--- src/hw/dcie_regs.svh ---
// dcie_regs.svh: register offsets, field positions, reset values and timing
// counts for the dual channel input evaluator.
// assumes a 100 MHz reference clock and a word-wide plain register port.
`ifndef DCIE_REGS_SVH
`define DCIE_REGS_SVH

// timing
`define DCIE_CLK_MHZ        100
`define DCIE_TICK_US        1000
`define DCIE_TICK_CYC       (`DCIE_CLK_MHZ * `DCIE_TICK_US)
`define DCIE_HALF_WIN_MS    500
`define DCIE_SEC_MS         1000
`define DCIE_QUIET_WINDOWS  3

// register offsets (byte addresses)
`define DCIE_CTRL_OFS       8'h00
`define DCIE_ACT_OFS        8'h04
`define DCIE_DLY_OFS        8'h08
`define DCIE_EXT_OFS        8'h0c
`define DCIE_DISC_OFS       8'h10
`define DCIE_CHAT_OFS       8'h14
`define DCIE_SUP_OFS        8'h18
`define DCIE_STAT_OFS       8'h1c
`define DCIE_IMG_OFS        8'h20

// control fields
`define DCIE_CTRL_NONEQ     0
`define DCIE_CTRL_ZSUB      1
`define DCIE_CTRL_ZTEST     2
`define DCIE_CTRL_PAIRED    3
`define DCIE_CTRL_SCT       4

// supply register fields: off time in [7:0], startup time in [15:8]
`define DCIE_SUP_OFF_LSB    0
`define DCIE_SUP_RUN_LSB    8

// reset values
`define DCIE_CTRL_RST       32'h0000_0008
`define DCIE_ACT_RST        32'h0000_0003
`define DCIE_DLY_RST        32'h0000_0003
`define DCIE_EXT_RST        32'h0000_0000
`define DCIE_DISC_RST       32'h0000_0064
`define DCIE_CHAT_RST       32'h0000_0801
`define DCIE_SUP_RST        32'h0000_0000

`endif

--- src/hw/dcie_pkg.sv ---
// dcie_pkg.sv: types shared by the dual channel input evaluator.
// assumes the constants header is included by the design file.
package dcie_pkg;
  // discrepancy state, gray coded along idle -> run -> error
  typedef enum logic [1:0] {
    DCIE_IDLE = 2'b00,
    DCIE_RUN  = 2'b01,
    DCIE_ERR  = 2'b11
  } dcie_disc_t;
endpackage

--- src/hw/dcie_top.sv ---
// dcie_top.sv: dual channel input evaluator, one channel pair.
// assumes synchronous inputs, a 100 MHz ref_clk and a plain register port.
// Operation
// RQ1 - equivalent: differ starts; non-equivalent: equal starts
// RQ2 - hold-last substitution keeps pre-discrepancy value
// RQ3 - zero substitution presents zero immediately
// RQ4 - discrepancy time configurable per pair
// RQ5 - running timer returns last value or zero
// RQ6 - cleared early discrepancy abandons timer silently
// RQ7 - expiry flags error naming faulty channels
// RQ8 - zero test needs both channels zero
// RQ9 - non-equivalent zero test needs low channel zero
// RQ10 - no zero test clears when condition ends
// RQ11 - channel passes only when activated; paired mode gates both image bits by act_r[0] only
// RQ12 - configurer assigns internal supply before short test
// RQ13 - pulses shorter than input delay suppressed
// RQ14 - input delay limited by test off/startup
// RQ15 - pulses stretched to extension length minimum
// RQ16 - only zero pulses are stretched
// RQ17 - paired mode extends combined result
// RQ18 - single-channel chatter window per input
// RQ19 - chatter error at configured change count
// RQ20 - expired quiet window waits for next change
// RQ21 - diagnostic clears after three quiet windows
// RQ22 - window 1..100 s, zero means half second
// RQ23 - millisecond tick; reset clears timers, errors
`timescale 1ns/1ps
`default_nettype none
`include "dcie_regs.svh"

module dcie_top
  import dcie_pkg::*;
(
  // clock and reset
  input  wire logic        ref_clk,
  input  wire logic        sys_rst,
  // register port
  input  wire logic [7:0]  reg_addr,
  input  wire logic [31:0] reg_wdata,
  input  wire logic        reg_wr,
  input  wire logic        reg_rd,
  output logic      [31:0] reg_rdata,
  // field inputs, channel 0 is the low order channel
  input  wire logic [1:0]  sensor_in,
  // process input image and diagnostics
  output logic      [1:0]  process_input_image,
  output logic             disc_error,
  output logic      [1:0]  disc_fault_chan,
  output logic      [1:0]  chatter_diag
);

  // configuration registers
  logic [31:0] ctrl_r,  ctrl_nxt;  // mode bits
  logic [1:0]  act_r,   act_nxt;   // channel activation
  logic [7:0]  dly_r,   dly_nxt;   // input delay, ms
  logic [7:0]  ext_r,   ext_nxt;   // pulse extension, ms
  logic [15:0] disc_r,  disc_nxt;  // discrepancy time, ms
  logic [6:0]  win_r,   win_nxt;   // chatter window, s
  logic [7:0]  chg_r,   chg_nxt;   // chatter change count
  logic [15:0] sup_r,   sup_nxt;   // supply test off / startup, ms
  logic [31:0] rdata_nxt;          // read data next value

  // ms tick divider
  logic [16:0] div_r, div_nxt;
  logic        tick_r, tick_nxt;

  // delay filter per channel
  logic [1:0]  filt_r,   filt_nxt;   // filtered level
  logic [7:0]  fcnt_r [2];           // ms the input differs from filtered level
  logic [7:0]  fcnt_nxt [2];

  // discrepancy
  dcie_disc_t  dst_r, dst_nxt;
  logic [15:0] dcnt_r, dcnt_nxt;
  logic        last_r, last_nxt;     // last valid pair value
  logic [1:0]  fault_r, fault_nxt;
  logic        zseen_r, zseen_nxt;   // low channel returned to zero

  // extension and image
  logic [1:0]  ext_lvl_r, ext_lvl_nxt;
  logic [7:0]  ecnt_r [2];
  logic [7:0]  ecnt_nxt [2];
  logic [1:0]  img_r, img_nxt;

  // chatter per channel
  logic [1:0]  cact_r, cact_nxt;     // window running
  logic [16:0] cwin_r [2];           // ms left in window
  logic [16:0] cwin_nxt [2];
  logic [7:0]  cchg_r [2];
  logic [7:0]  cchg_nxt [2];
  logic [1:0]  cquiet_r [2];         // quiet windows since error
  logic [1:0]  cquiet_nxt [2];
  logic [1:0]  cdiag_r, cdiag_nxt;
  logic [1:0]  cprev_r, cprev_nxt;

  // derived values
  logic [7:0]  dly_min;              // least allowed delay
  logic [7:0]  dly_eff;              // delay in use
  logic [16:0] win_ms;               // window length in ms
  logic        mismatch;             // pair disagrees for its mode
  logic        pair_val;             // combined pair value
  logic [1:0]  eval_val;             // values before extension

  // register write and read decode
  always_comb begin
    ctrl_nxt  = ctrl_r;
    act_nxt   = act_r;
    dly_nxt   = dly_r;
    ext_nxt   = ext_r;
    disc_nxt  = disc_r;
    win_nxt   = win_r;
    chg_nxt   = chg_r;
    sup_nxt   = sup_r;
    rdata_nxt = 32'h0000_0000;
    if (reg_wr) begin
      case (reg_addr)
        `DCIE_CTRL_OFS: ctrl_nxt = {27'h0, reg_wdata[4:0]};
        `DCIE_ACT_OFS:  act_nxt  = reg_wdata[1:0];
        `DCIE_DLY_OFS:  dly_nxt  = reg_wdata[7:0];
        `DCIE_EXT_OFS:  ext_nxt  = reg_wdata[7:0];
        `DCIE_DISC_OFS: disc_nxt = reg_wdata[15:0]; // RQ4
        `DCIE_CHAT_OFS: begin
          win_nxt = (reg_wdata[6:0] > 7'd100) ? 7'd100 : reg_wdata[6:0]; // RQ22
          chg_nxt = reg_wdata[15:8];
        end
        `DCIE_SUP_OFS:  sup_nxt  = reg_wdata[15:0];
        default: ;  // unmapped writes are ignored
      endcase
    end
    if (reg_rd) begin
      case (reg_addr)
        `DCIE_CTRL_OFS: rdata_nxt = ctrl_r;
        `DCIE_ACT_OFS:  rdata_nxt = {30'h0, act_r};
        `DCIE_DLY_OFS:  rdata_nxt = {24'h0, dly_eff};
        `DCIE_EXT_OFS:  rdata_nxt = {24'h0, ext_r};
        `DCIE_DISC_OFS: rdata_nxt = {16'h0, disc_r};
        `DCIE_CHAT_OFS: rdata_nxt = {16'h0, chg_r, 1'b0, win_r};
        `DCIE_SUP_OFS:  rdata_nxt = {16'h0, sup_r};
        `DCIE_STAT_OFS: rdata_nxt = {26'h0, cdiag_r, fault_r,
                                     (dst_r == DCIE_ERR), (dst_r == DCIE_RUN)};
        `DCIE_IMG_OFS:  rdata_nxt = {28'h0, filt_r, img_r};
        default:        rdata_nxt = 32'h0000_0000;  // unmapped reads zero
      endcase
    end
  end

  // delay floor from supply test timing when short test is on
  always_comb begin
    dly_min = 8'h00;
    if (ctrl_r[`DCIE_CTRL_SCT]) begin
      dly_min = sup_r[`DCIE_SUP_OFF_LSB +: 8] + sup_r[`DCIE_SUP_RUN_LSB +: 8]; // RQ14
    end
    dly_eff = (dly_r < dly_min) ? dly_min : dly_r; // RQ14
    win_ms  = (win_r == 7'h00) ? 17'(`DCIE_HALF_WIN_MS)
                               : 17'(win_r * `DCIE_SEC_MS); // RQ22
  end

  // millisecond tick
  always_comb begin
    div_nxt  = div_r + 17'h00001;
    tick_nxt = 1'b0;
    if (div_r == 17'(`DCIE_TICK_CYC - 1)) begin
      div_nxt  = 17'h00000;
      tick_nxt = 1'b1; // RQ23
    end
  end

  // input delay filter: level accepted only after steady for dly_eff ms
  always_comb begin
    filt_nxt = filt_r;
    for (int i = 0; i < 2; i++) begin
      fcnt_nxt[i] = fcnt_r[i];
      if (sensor_in[i] == filt_r[i]) begin
        fcnt_nxt[i] = 8'h00; // RQ13
      end else if (fcnt_r[i] >= dly_eff) begin
        filt_nxt[i] = sensor_in[i];
        fcnt_nxt[i] = 8'h00;
      end else if (tick_r) begin
        fcnt_nxt[i] = fcnt_r[i] + 8'h01; // RQ13
      end
    end
  end

  // discrepancy analysis on the filtered pair
  always_comb begin
    mismatch = ctrl_r[`DCIE_CTRL_NONEQ] ? (filt_r[0] == filt_r[1])
                                        : (filt_r[0] != filt_r[1]); // RQ1
    dst_nxt   = dst_r;
    dcnt_nxt  = dcnt_r;
    last_nxt  = last_r;
    fault_nxt = fault_r;
    zseen_nxt = zseen_r;
    case (dst_r)
      DCIE_IDLE: begin
        if (mismatch) begin
          dst_nxt  = DCIE_RUN; // RQ1
          dcnt_nxt = 16'h0000;
        end else begin
          last_nxt = filt_r[0]; // RQ2
        end
      end
      DCIE_RUN: begin
        if (!mismatch) begin
          dst_nxt = DCIE_IDLE; // RQ6
        end else if (dcnt_r >= disc_r) begin
          dst_nxt   = DCIE_ERR; // RQ7
          fault_nxt = 2'b11;    // RQ7
          zseen_nxt = 1'b0;
        end else if (tick_r) begin
          dcnt_nxt = dcnt_r + 16'h0001;
        end
      end
      DCIE_ERR: begin
        if (!filt_r[0]) begin
          zseen_nxt = 1'b1;
        end
        if (ctrl_r[`DCIE_CTRL_ZTEST]) begin
          if (ctrl_r[`DCIE_CTRL_NONEQ]) begin
            if ((zseen_r || !filt_r[0]) && !mismatch) begin
              dst_nxt   = DCIE_IDLE; // RQ9
              fault_nxt = 2'b00;
            end
          end else if (filt_r == 2'b00) begin
            dst_nxt   = DCIE_IDLE; // RQ8
            fault_nxt = 2'b00;
          end
        end else if (!mismatch) begin
          dst_nxt   = DCIE_IDLE; // RQ10
          fault_nxt = 2'b00;
        end
      end
      default: begin
        dst_nxt   = DCIE_IDLE;
        fault_nxt = 2'b00;
      end
    endcase
  end

  // value presented before extension
  always_comb begin
    if (dst_r == DCIE_ERR) begin
      pair_val = 1'b0;
    end else if (dst_r == DCIE_RUN || mismatch) begin
      pair_val = ctrl_r[`DCIE_CTRL_ZSUB] ? 1'b0 : last_r; // RQ3 RQ5 RQ2
    end else begin
      pair_val = filt_r[0];
    end
    if (ctrl_r[`DCIE_CTRL_PAIRED]) begin
      eval_val = {2{pair_val & act_r[0]}}; // RQ17 RQ11
    end else begin
      eval_val = filt_r & act_r; // RQ11
    end
  end

  // zero pulse extension and process input image
  always_comb begin
    ext_lvl_nxt = ext_lvl_r;
    img_nxt     = img_r;
    for (int i = 0; i < 2; i++) begin
      ecnt_nxt[i] = ecnt_r[i];
      if (!eval_val[i]) begin
        img_nxt[i]  = 1'b0;
        ecnt_nxt[i] = 8'h00; // RQ16
        if (ext_lvl_r[i]) begin
          ext_lvl_nxt[i] = 1'b0;
        end else if (tick_r && ecnt_r[i] != 8'hff) begin
          ecnt_nxt[i] = ecnt_r[i] + 8'h01;
        end
      end else begin
        ext_lvl_nxt[i] = 1'b1;
        if (img_r[i] || ecnt_r[i] >= ext_r) begin
          img_nxt[i] = 1'b1; // RQ15
        end else if (tick_r) begin
          ecnt_nxt[i] = ecnt_r[i] + 8'h01; // RQ15
        end
      end
    end
  end

  // chatter monitoring per channel, single-channel evaluation only
  always_comb begin
    cact_nxt  = cact_r;
    cdiag_nxt = cdiag_r;
    cprev_nxt = filt_r;
    for (int i = 0; i < 2; i++) begin
      cwin_nxt[i]   = cwin_r[i];
      cchg_nxt[i]   = cchg_r[i];
      cquiet_nxt[i] = cquiet_r[i];
      if (ctrl_r[`DCIE_CTRL_PAIRED]) begin
        cact_nxt[i] = 1'b0; // RQ18
      end else if (!cact_r[i]) begin
        if (filt_r[i] != cprev_r[i]) begin
          cact_nxt[i] = 1'b1; // RQ18 RQ20
          cwin_nxt[i] = win_ms;
          cchg_nxt[i] = 8'h01;
        end
      end else if (cwin_r[i] == 17'h00000) begin
        cact_nxt[i] = 1'b0; // RQ20
        if (cdiag_r[i]) begin
          if (cquiet_r[i] == 2'(`DCIE_QUIET_WINDOWS - 1)) begin
            cdiag_nxt[i] = 1'b0; // RQ21
          end
          cquiet_nxt[i] = cquiet_r[i] + 2'h1;
        end
      end else begin
        if (filt_r[i] != cprev_r[i]) begin
          cchg_nxt[i] = cchg_r[i] + 8'h01;
        end
        if (cchg_nxt[i] >= chg_r && chg_r != 8'h00) begin
          cdiag_nxt[i]  = 1'b1; // RQ19
          cquiet_nxt[i] = 2'h0; // RQ21
          cwin_nxt[i]   = win_ms;
          cchg_nxt[i]   = 8'h00;
        end else if (tick_r) begin
          cwin_nxt[i] = cwin_r[i] - 17'h00001;
        end
      end
    end
  end

  // state registers, set to their reset values by synchronous reset
  always_ff @(posedge ref_clk) begin
    if (sys_rst) begin
      ctrl_r    <= `DCIE_CTRL_RST;
      act_r     <= 2'(`DCIE_ACT_RST);
      dly_r     <= 8'(`DCIE_DLY_RST);
      ext_r     <= 8'(`DCIE_EXT_RST);
      disc_r    <= 16'(`DCIE_DISC_RST);
      win_r     <= 7'(`DCIE_CHAT_RST);
      chg_r     <= 8'(`DCIE_CHAT_RST >> 8);
      sup_r     <= 16'(`DCIE_SUP_RST);
      reg_rdata <= 32'h0000_0000;
      div_r     <= 17'h00000;
      tick_r    <= 1'b0;
      filt_r    <= 2'b00;
      dst_r     <= DCIE_IDLE; // RQ23
      dcnt_r    <= 16'h0000;
      last_r    <= 1'b0;
      fault_r   <= 2'b00;
      zseen_r   <= 1'b0;
      ext_lvl_r <= 2'b00;
      img_r     <= 2'b00;
      cact_r    <= 2'b00;
      cdiag_r   <= 2'b00;
      cprev_r   <= 2'b00;
      for (int i = 0; i < 2; i++) begin
        fcnt_r[i]   <= 8'h00;
        ecnt_r[i]   <= 8'h00;
        cwin_r[i]   <= 17'h00000;
        cchg_r[i]   <= 8'h00;
        cquiet_r[i] <= 2'h0;
      end
    end else begin
      ctrl_r    <= ctrl_nxt;
      act_r     <= act_nxt;
      dly_r     <= dly_nxt;
      ext_r     <= ext_nxt;
      disc_r    <= disc_nxt;
      win_r     <= win_nxt;
      chg_r     <= chg_nxt;
      sup_r     <= sup_nxt;
      reg_rdata <= rdata_nxt;
      div_r     <= div_nxt;
      tick_r    <= tick_nxt;
      filt_r    <= filt_nxt;
      dst_r     <= dst_nxt;
      dcnt_r    <= dcnt_nxt;
      last_r    <= last_nxt;
      fault_r   <= fault_nxt;
      zseen_r   <= zseen_nxt;
      ext_lvl_r <= ext_lvl_nxt;
      img_r     <= img_nxt;
      cact_r    <= cact_nxt;
      cdiag_r   <= cdiag_nxt;
      cprev_r   <= cprev_nxt;
      for (int i = 0; i < 2; i++) begin
        fcnt_r[i]   <= fcnt_nxt[i];
        ecnt_r[i]   <= ecnt_nxt[i];
        cwin_r[i]   <= cwin_nxt[i];
        cchg_r[i]   <= cchg_nxt[i];
        cquiet_r[i] <= cquiet_nxt[i];
      end
    end
  end

  // outputs taken straight from flip-flops
  assign process_input_image = img_r;
  assign disc_fault_chan     = fault_r;
  assign chatter_diag        = cdiag_r;

  // error flag registered alongside the state
  logic err_r;
  always_ff @(posedge ref_clk) begin
    if (sys_rst) begin
      err_r <= 1'b0;
    end else begin
      err_r <= (dst_nxt == DCIE_ERR); // RQ7
    end
  end
  assign disc_error = err_r;

endmodule

`default_nettype wire

--- config.mk ---
export PLATFORM = sky130hd
export DESIGN_NAME = dcie_top
export DESIGN_NICKNAME = d
export VERILOG_FILES = /design/src/hw/dcie_pkg.sv /design/src/hw/dcie_top.sv
export VERILOG_INCLUDE_DIRS = /design/src /design/src/hw
export SDC_FILE = /design/constraint.sdc
export NUM_CORES = 1
export LEC_CHECK = 0
export BUFFER_PORTS_ARGS = -buffer_cell sky130_fd_sc_hd__buf_2
export CORE_ASPECT_RATIO = 0.75
export CORE_MARGIN = 2
export CORE_UTILIZATION = 30
export DETAILED_ROUTE_END_ITERATION = 10
export GPL_ROUTABILITY_DRIVEN = 0
export GPL_TIMING_DRIVEN = 0
export SLEW_MARGIN = 20
export SYNTH_ARGS = -nofsm -noshare
export SYNTH_HDL_FRONTEND = slang
export SYNTH_SLANG_ARGS = --single-unit
--- constraint.sdc ---
create_clock -name ref_clk -period 13.9 [get_ports ref_clk]
set_clock_uncertainty 0.2 [all_clocks]
set_input_delay 2.085 -clock ref_clk [delete_from_list [all_inputs] [get_ports ref_clk]]
set_output_delay 2.085 -clock ref_clk [all_outputs]
set_load 0.005 [all_outputs]
* Word level (Yosys, flattened, before mapping)
Memories as Yosys holds them, arrays and structs flattened.
Index checks and enable logic that the tools add are counted.
** Operators by class
- Div/mod/pow operators :: 0
- Bitwise gates (word level) :: 20
- Add/subtract/negate cells :: 13
- Reduce and logical (&&, ||, !) cells :: 42
- $lt $le $gt $ge :: 9
- Muxes and demuxes :: 122
- Equality and inequality tests :: 31
- Shifts and indexed selects :: 0
- Multiply operators :: 1
** Operator list (count)
- $mux W8 :: 42
- $mux W17 :: 15
- $pmux W16 S9 :: 1
- $mux W16 :: 4
- $mux W2 :: 28
- $add A8 B1 Y8 const B :: 6
- $ge A8 B8 Y1 :: 6
- $logic_not A17 Y1 :: 2
- $sub A17 B1 Y17 const B :: 2
- $eq A8 B5 Y1 const B :: 4
- $pmux W16 S2 :: 1
- $mux W1 :: 27
- $reduce_and A2 Y1 :: 10
- $add A17 B1 Y17 const B :: 1
- $eq A17 B17 Y1 const B :: 1
- $add A16 B1 Y16 const B :: 1
- $eq A8 B4 Y1 const B :: 2
- $ge A16 B16 Y1 :: 1
- $ne A8 B8 Y1 const B :: 2
- $mul A7 B7 Y14 const B :: 1
- $ne A2 B2 Y1 const B :: 6
- $pmux W2 S3 :: 2
- $or A1 B1 Y1 :: 10
- $reduce_or A2 Y1 :: 5
- other kinds (29) :: 58
** Word-level totals
- Output and inout bits :: 39
- Bits in registers :: 155
- Bits of input ports :: 46
- Bits in latches :: 0
- ROM bits :: 0
- Logic and storage cells :: 269
- Bits in writable memories :: 86
- Memories :: 5
** Memory list
- cwin_r :: depth 2, bits a word 17, read ports 2, clocked after memory_dff 0, write ports 2, line dcie_top.sv:87 : logic [16:0] cwin_r [2];
- cchg_r :: depth 2, bits a word 8, read ports 2, clocked after memory_dff 0, write ports 2, line dcie_top.sv:89 : logic [7:0] cchg_r [2];
- ecnt_r :: depth 2, bits a word 8, read ports 2, clocked after memory_dff 0, write ports 2, line dcie_top.sv:81 : logic [7:0] ecnt_r [2];
- fcnt_r :: depth 2, bits a word 8, read ports 2, clocked after memory_dff 0, write ports 2, line dcie_top.sv:69 : logic [7:0] fcnt_r [2];
- cquiet_r :: depth 2, bits a word 2, read ports 2, clocked after memory_dff 0, write ports 2, line dcie_top.sv:91 : logic [1:0] cquiet_r [2];

* Depth between registers and ports, before layout
An unclocked memory read counts as a cell.
- Depth in word-level cells :: 13
- Mapped depth :: 24
- Gate-level depth less buffers :: 22

* Worst setup path after synthesis
No wires, ideal clock.
- Kind :: reg2reg
- From :: register sup_r[0]
- To :: memory fcnt_r[1][1], in the netlist fcnt_r[0][9]
- Data arrival time :: 4878 ps
- Data required time :: 13637 ps
- Library setup time :: 63 ps
- Clock period less this slack :: 5141 ps
- Buffers on the path :: 2
- Cell stages (with the launch flop) :: 23
- Setup slack :: 8759 ps
- Path through :: dfxtp_1 > ha_1 > fa_1 > a21o_1 > a21o_1 > a2111oi_2 > nor3b_1 > ha_1 > and4_1 > o21ai_0 > o21ai_1 > clkbuf_1 > nand2_1 > o21ai_0 > ha_1 > nand2b_1 > a21o_1 > o211ai_1 > nor3_1 > o31a_1 > or4_4 > buf_6 > nor2_2
** RTL lines
- start: declaration :: line dcie_top.sv:60 : logic [15:0] sup_r, sup_nxt;
- start signal: assignment :: line dcie_top.sv:331 : sup_r <= 16'(`DCIE_SUP_RST);
- start signal: assignment :: line dcie_top.sv:361 : sup_r <= sup_nxt;
- end: declaration :: line dcie_top.sv:69

==> flow_summary_export.csv <==
group,metric,value,unit
cts,cts_setup_buffers,0,
synth,share_of_flip_flops_with_an_asynchronous_set_or_reset,0,
placed_design,numPlacedInstances,2425,
synth,synth_warnings,0,
synth,ff_latch_count_synth,224,
synth,count_of_flip_flops_with_a_built_in_enable_after_synthesis,0,
global_route,grt_first_pass_wirelength,68500,µm
synth,netlist_instances,1732,
sta,grt_setup_unrepaired,"no",
layout,total_number_of_nets_in_the_final_design,2012,
route,drt_first_iter_violations,1188,
floorplan,die_x,254,µm
pwr,switching_power_share_of_the_total,0.237,
cts,cts_buffers,24,
global_route,grt_start_max_net_pins,15,
synth,synth_seq_area_share,0.318,
min_path,worstHoldStart,"div_r[0]",
global_route,antenna_found_initial,2,
layout,drive_above_1_share,0.103,
cts,clock_latency,0.56,ns
floorplan,io-pin-count,85,
critical_path,critical_path_class,"register to register",
synth,ys_top_cells_by_count,"dfxtp_1, nand2_1, nor2_1, a21oi_1, ha_1",
cts,cts_num_sinks,224,
placed_design,dp.final_hpwl,34300,µm
sta,finalCritPeriodShare,0.443,
critical_path,worst_ep_required_time,14.19,ns
synth,synth_flop_cell,"dfxtp_1",
critical_path,data_arrival_time_of_the_critical_path,6.45,ns
critical_path,path_max_fanout,10,
route,remaining_drc_errors,0,
cts,cts-resized-gates,0,
synth,yosys.area.top_type_share,0.318,
critical_path,critical_path.n_buffers_inverters,3,
route,dr.pass1.iters,5,
placed_design,port-buffer-count,48,
critical_path,max_stage_delay,0.53,ns
synth,synth_cell_type_count,93,
global_route,grt-ovfl-total,0,
pwr,power.density_cell_area,86.5,mW/mm²
floorplan,number_of_placement_rows,68,
floorplan,design.die.area,0.0488,mm²
synth,synth_most_common_cell,"dfxtp_1",
route,post_drt_via_cell_ratio,5.28,
layout,flow.area_growth_from_synthesis,13.6,%
route,antenna_violating_nets_post_route,0,
cts,cts-root-buf,"clkbuf_16",
sta,fmax,162,MHz
synth,syn-mean-instance-area,8.15,µm²
layout,ff_latch_area,0.00448,mm²
layout,n_fill_cell,4804,
sta,tns,0,ns
pwr,power.share.combinational,0.039,
critical_path,critPathMostFrequentCell,"ha_1",
sta,total_setup_violations_reported_at_the_end_of_the_flow,0,
global_route,grt_pass1_vias,12234,
sta,min_period,6.16,ns
layout,post_layout_instance_count_excluding_filler_cells,2469,
floorplan,die_y,192,µm
pwr,cell_internal_pwr,0.00106,W
layout,multi_input_gate_area,0.00881,mm²
pwr,p_clk_frac,0.496,
route,routed_wl,43800,µm
synth,post_synth_main_area_contributors,"dfxtp_1, ha_1, nand2_1, a21oi_1, nor2_1",
synth,yosys_top_cell_by_area,"dfxtp_1",
global_route,grt_util_all_layers,0.179,
critical_path,timing.critical_path.from_type,"register",
critical_path,worst_r2r_startpoint,"sup_r[9]",
sta,hold_violations,0,
cts,htree_num_levels,1,
sta,drv_slew,0,
sta,worstMarginPinSlew,1.05,ns
cts,cts_hold_buffers,0,
floorplan,starting_density_of_the_core,0.306,
route,routed_wire_length_per_instance,17.7,µm
pwr,power_frac_seq,0.465,
run,maxCapViolCount,0,
pwr,vdd_ir_drop_max,0.0849,mV
critical_path,critical_path.startpoint,"sup_r[9]",
critical_path,critical_path.top_delay_family,"compound AO/OA/AOI/OAI gates",
cts,cts.reportedPaths.clkPinSlew,0.06,ns
outcome,run_status,"finished clean",
cts,cts_tree,"yes",
floorplan,core_area,0.0462,mm²
pwr,p_sw,0.000328,W
critical_path,cp_cell_sequence,"ha_1, a21o_1, a21oi_1, o211ai_1, o31ai_1, xnor2_1, and2_1, inv_1, ha_1, and4_1, o21ai_0, o21ai_1, clkbuf_1, o21ai_0, ha_1, nand2b_1, a21o_1, o211ai_1, nor3_1, o31a_1, or4_4, buf_6, nor2_2",
critical_path,crit_path_end_kind,"register",
critical_path,timing.critical_path.slowest_stage_cell,"dfxtp_1",
synth,syn-cell-area,0.0141,mm²
cts,clockBufferDepth,3,
route,routed-via-count,13037,
sta,slew_headroom,0.289,
pwr,leakage_component_of_the_power,6.33,nW
min_path,hold_path_class,"register to register",
## metrics by stage
step | area (µm²) | total power [W] | hold slack (ns) | util | setup slack, ns
2_1_floorplan | 14200 | 0.000687 | 0.218 | - | 8.76
3_3_place_gp | 15200 | 0.000710 | 0.230 | 0.329 | 7.93
3_5_place_dp | 15200 | 0.000711 | 0.240 | 0.329 | 7.91
4_1_cts | 16000 | 0.00140 | 0.253 | 0.347 | 7.88
5_1_grt | 16000 | 0.00143 | 0.265 | 0.347 | 7.40
6_report | 16000 | 0.00139 | 0.250 | 0.347 | 7.74
## per-layer routing
layer | GRT usage | part of all wire | vias to the layer above
met5 | 0.0102 | 0.0022 | -
met4 | 0.0430 | 0.023 | 6
met3 | 0.0557 | 0.12 | 72
met2 | 0.239 | 0.37 | 534
met1 | 0.272 | 0.49 | 6134
li1 | - | - | 6291
## final cells by class
cell class	instances	area share
clock inverter	13	0.00952
timing repair buffer	48	0.0150
antenna	1	0.000156
tap	630	0.0492
sequential	224	0.280
buffer	97	0.0309
multi-input combinational	1323	0.549
inverter	103	0.0241
clock buffer	30	0.0421
## logic make-up (layout without fill, tap and decap cells)
| logic type | Yosys count | after routing | share of synthesized area |
|---|---|---|---|
| AOI/OAI and AO/OA | 398 | 398 | 0.185 |
| DFF | 224 | 224 | 0.318 |
| buffers and inverters | 200 | 291 | 0.0625 |
| and+or+nand+nor | 652 | 652 | 0.224 |
| other | 1 | 17 | 0.000266 |
| xor gates and xnor gates | 85 | 85 | 0.0533 |
| adders and majority gates | 145 | 145 | 0.139 |
| muxes | 27 | 27 | 0.0196 |
## worst paths after layout
| check | endpoint | slack [ns] | depth (start not counted) |
|---|---|---|---|
| max | fcnt_r[0][8] | 7.74 | 23 |
| min reg2reg | div_r[0] | 0.25 | 1 |
| min | div_r[0] | 0.25 | 1 |
| max reg2reg | fcnt_r[0][8] | 7.74 | 23 |
## sequential cells by signal (all words and copies together) (netlist names), 8 cells and up
signal	flops
cchg_r	16
chg_r	8
cwin_r	34
dcnt_r	16
disc_r	16
div_r	17
dly_r	8
ecnt_r	16
ext_r	8
fcnt_r	16
reg_rdata	16
sup_r	16
## layout by cell type (no fill, tap or decap), types with 11 or more instances in the layout
cell       netlist  routed
nand4_1         38      38
clkbuf_1        42      44
o21a_1          11      11
buf_4           19      19
o211ai_1        16      16
ha_1           126     126
nor3_1          30      30
and2_1          11      11
buf_2           29      77
a22oi_1         23      23
nand3_1         63      63
and3_1          19      19
mux2i_1         22      22
a21oi_1        139     139
nand2_1        212     212
a21o_1          16      16
xnor2_1         29      29
inv_1          103     103
dfxtp_1        224     224
fa_1            19      19
o32ai_1         11      11
clkbuf_16        0      25
nand2b_1        18      18
xor2_1          55      55
a31oi_1         14      14
conb_1           1      16
o21ai_0         65      65
a221oi_1        11      11
nor2_1         168     168
a211oi_1        16      16
## power by group through the flow
| stage | Clock (W) | Combinational (W) | Sequential (W) |
|---|---|---|---|
| 2_1_floorplan | 0 | 0.0000275 | 0.000659 |
| 5_1_grt | 0.000726 | 0.0000571 | 0.000645 |
| 4_1_cts | 0.000700 | 0.0000522 | 0.000645 |
| 3_3_place_gp | 0 | 0.0000510 | 0.000659 |
| 6_report | 0.000688 | 0.0000538 | 0.000645 |
| 3_5_place_dp | 0 | 0.0000519 | 0.000660 |
Note: power is estimated with default switching activity, not from simulation.
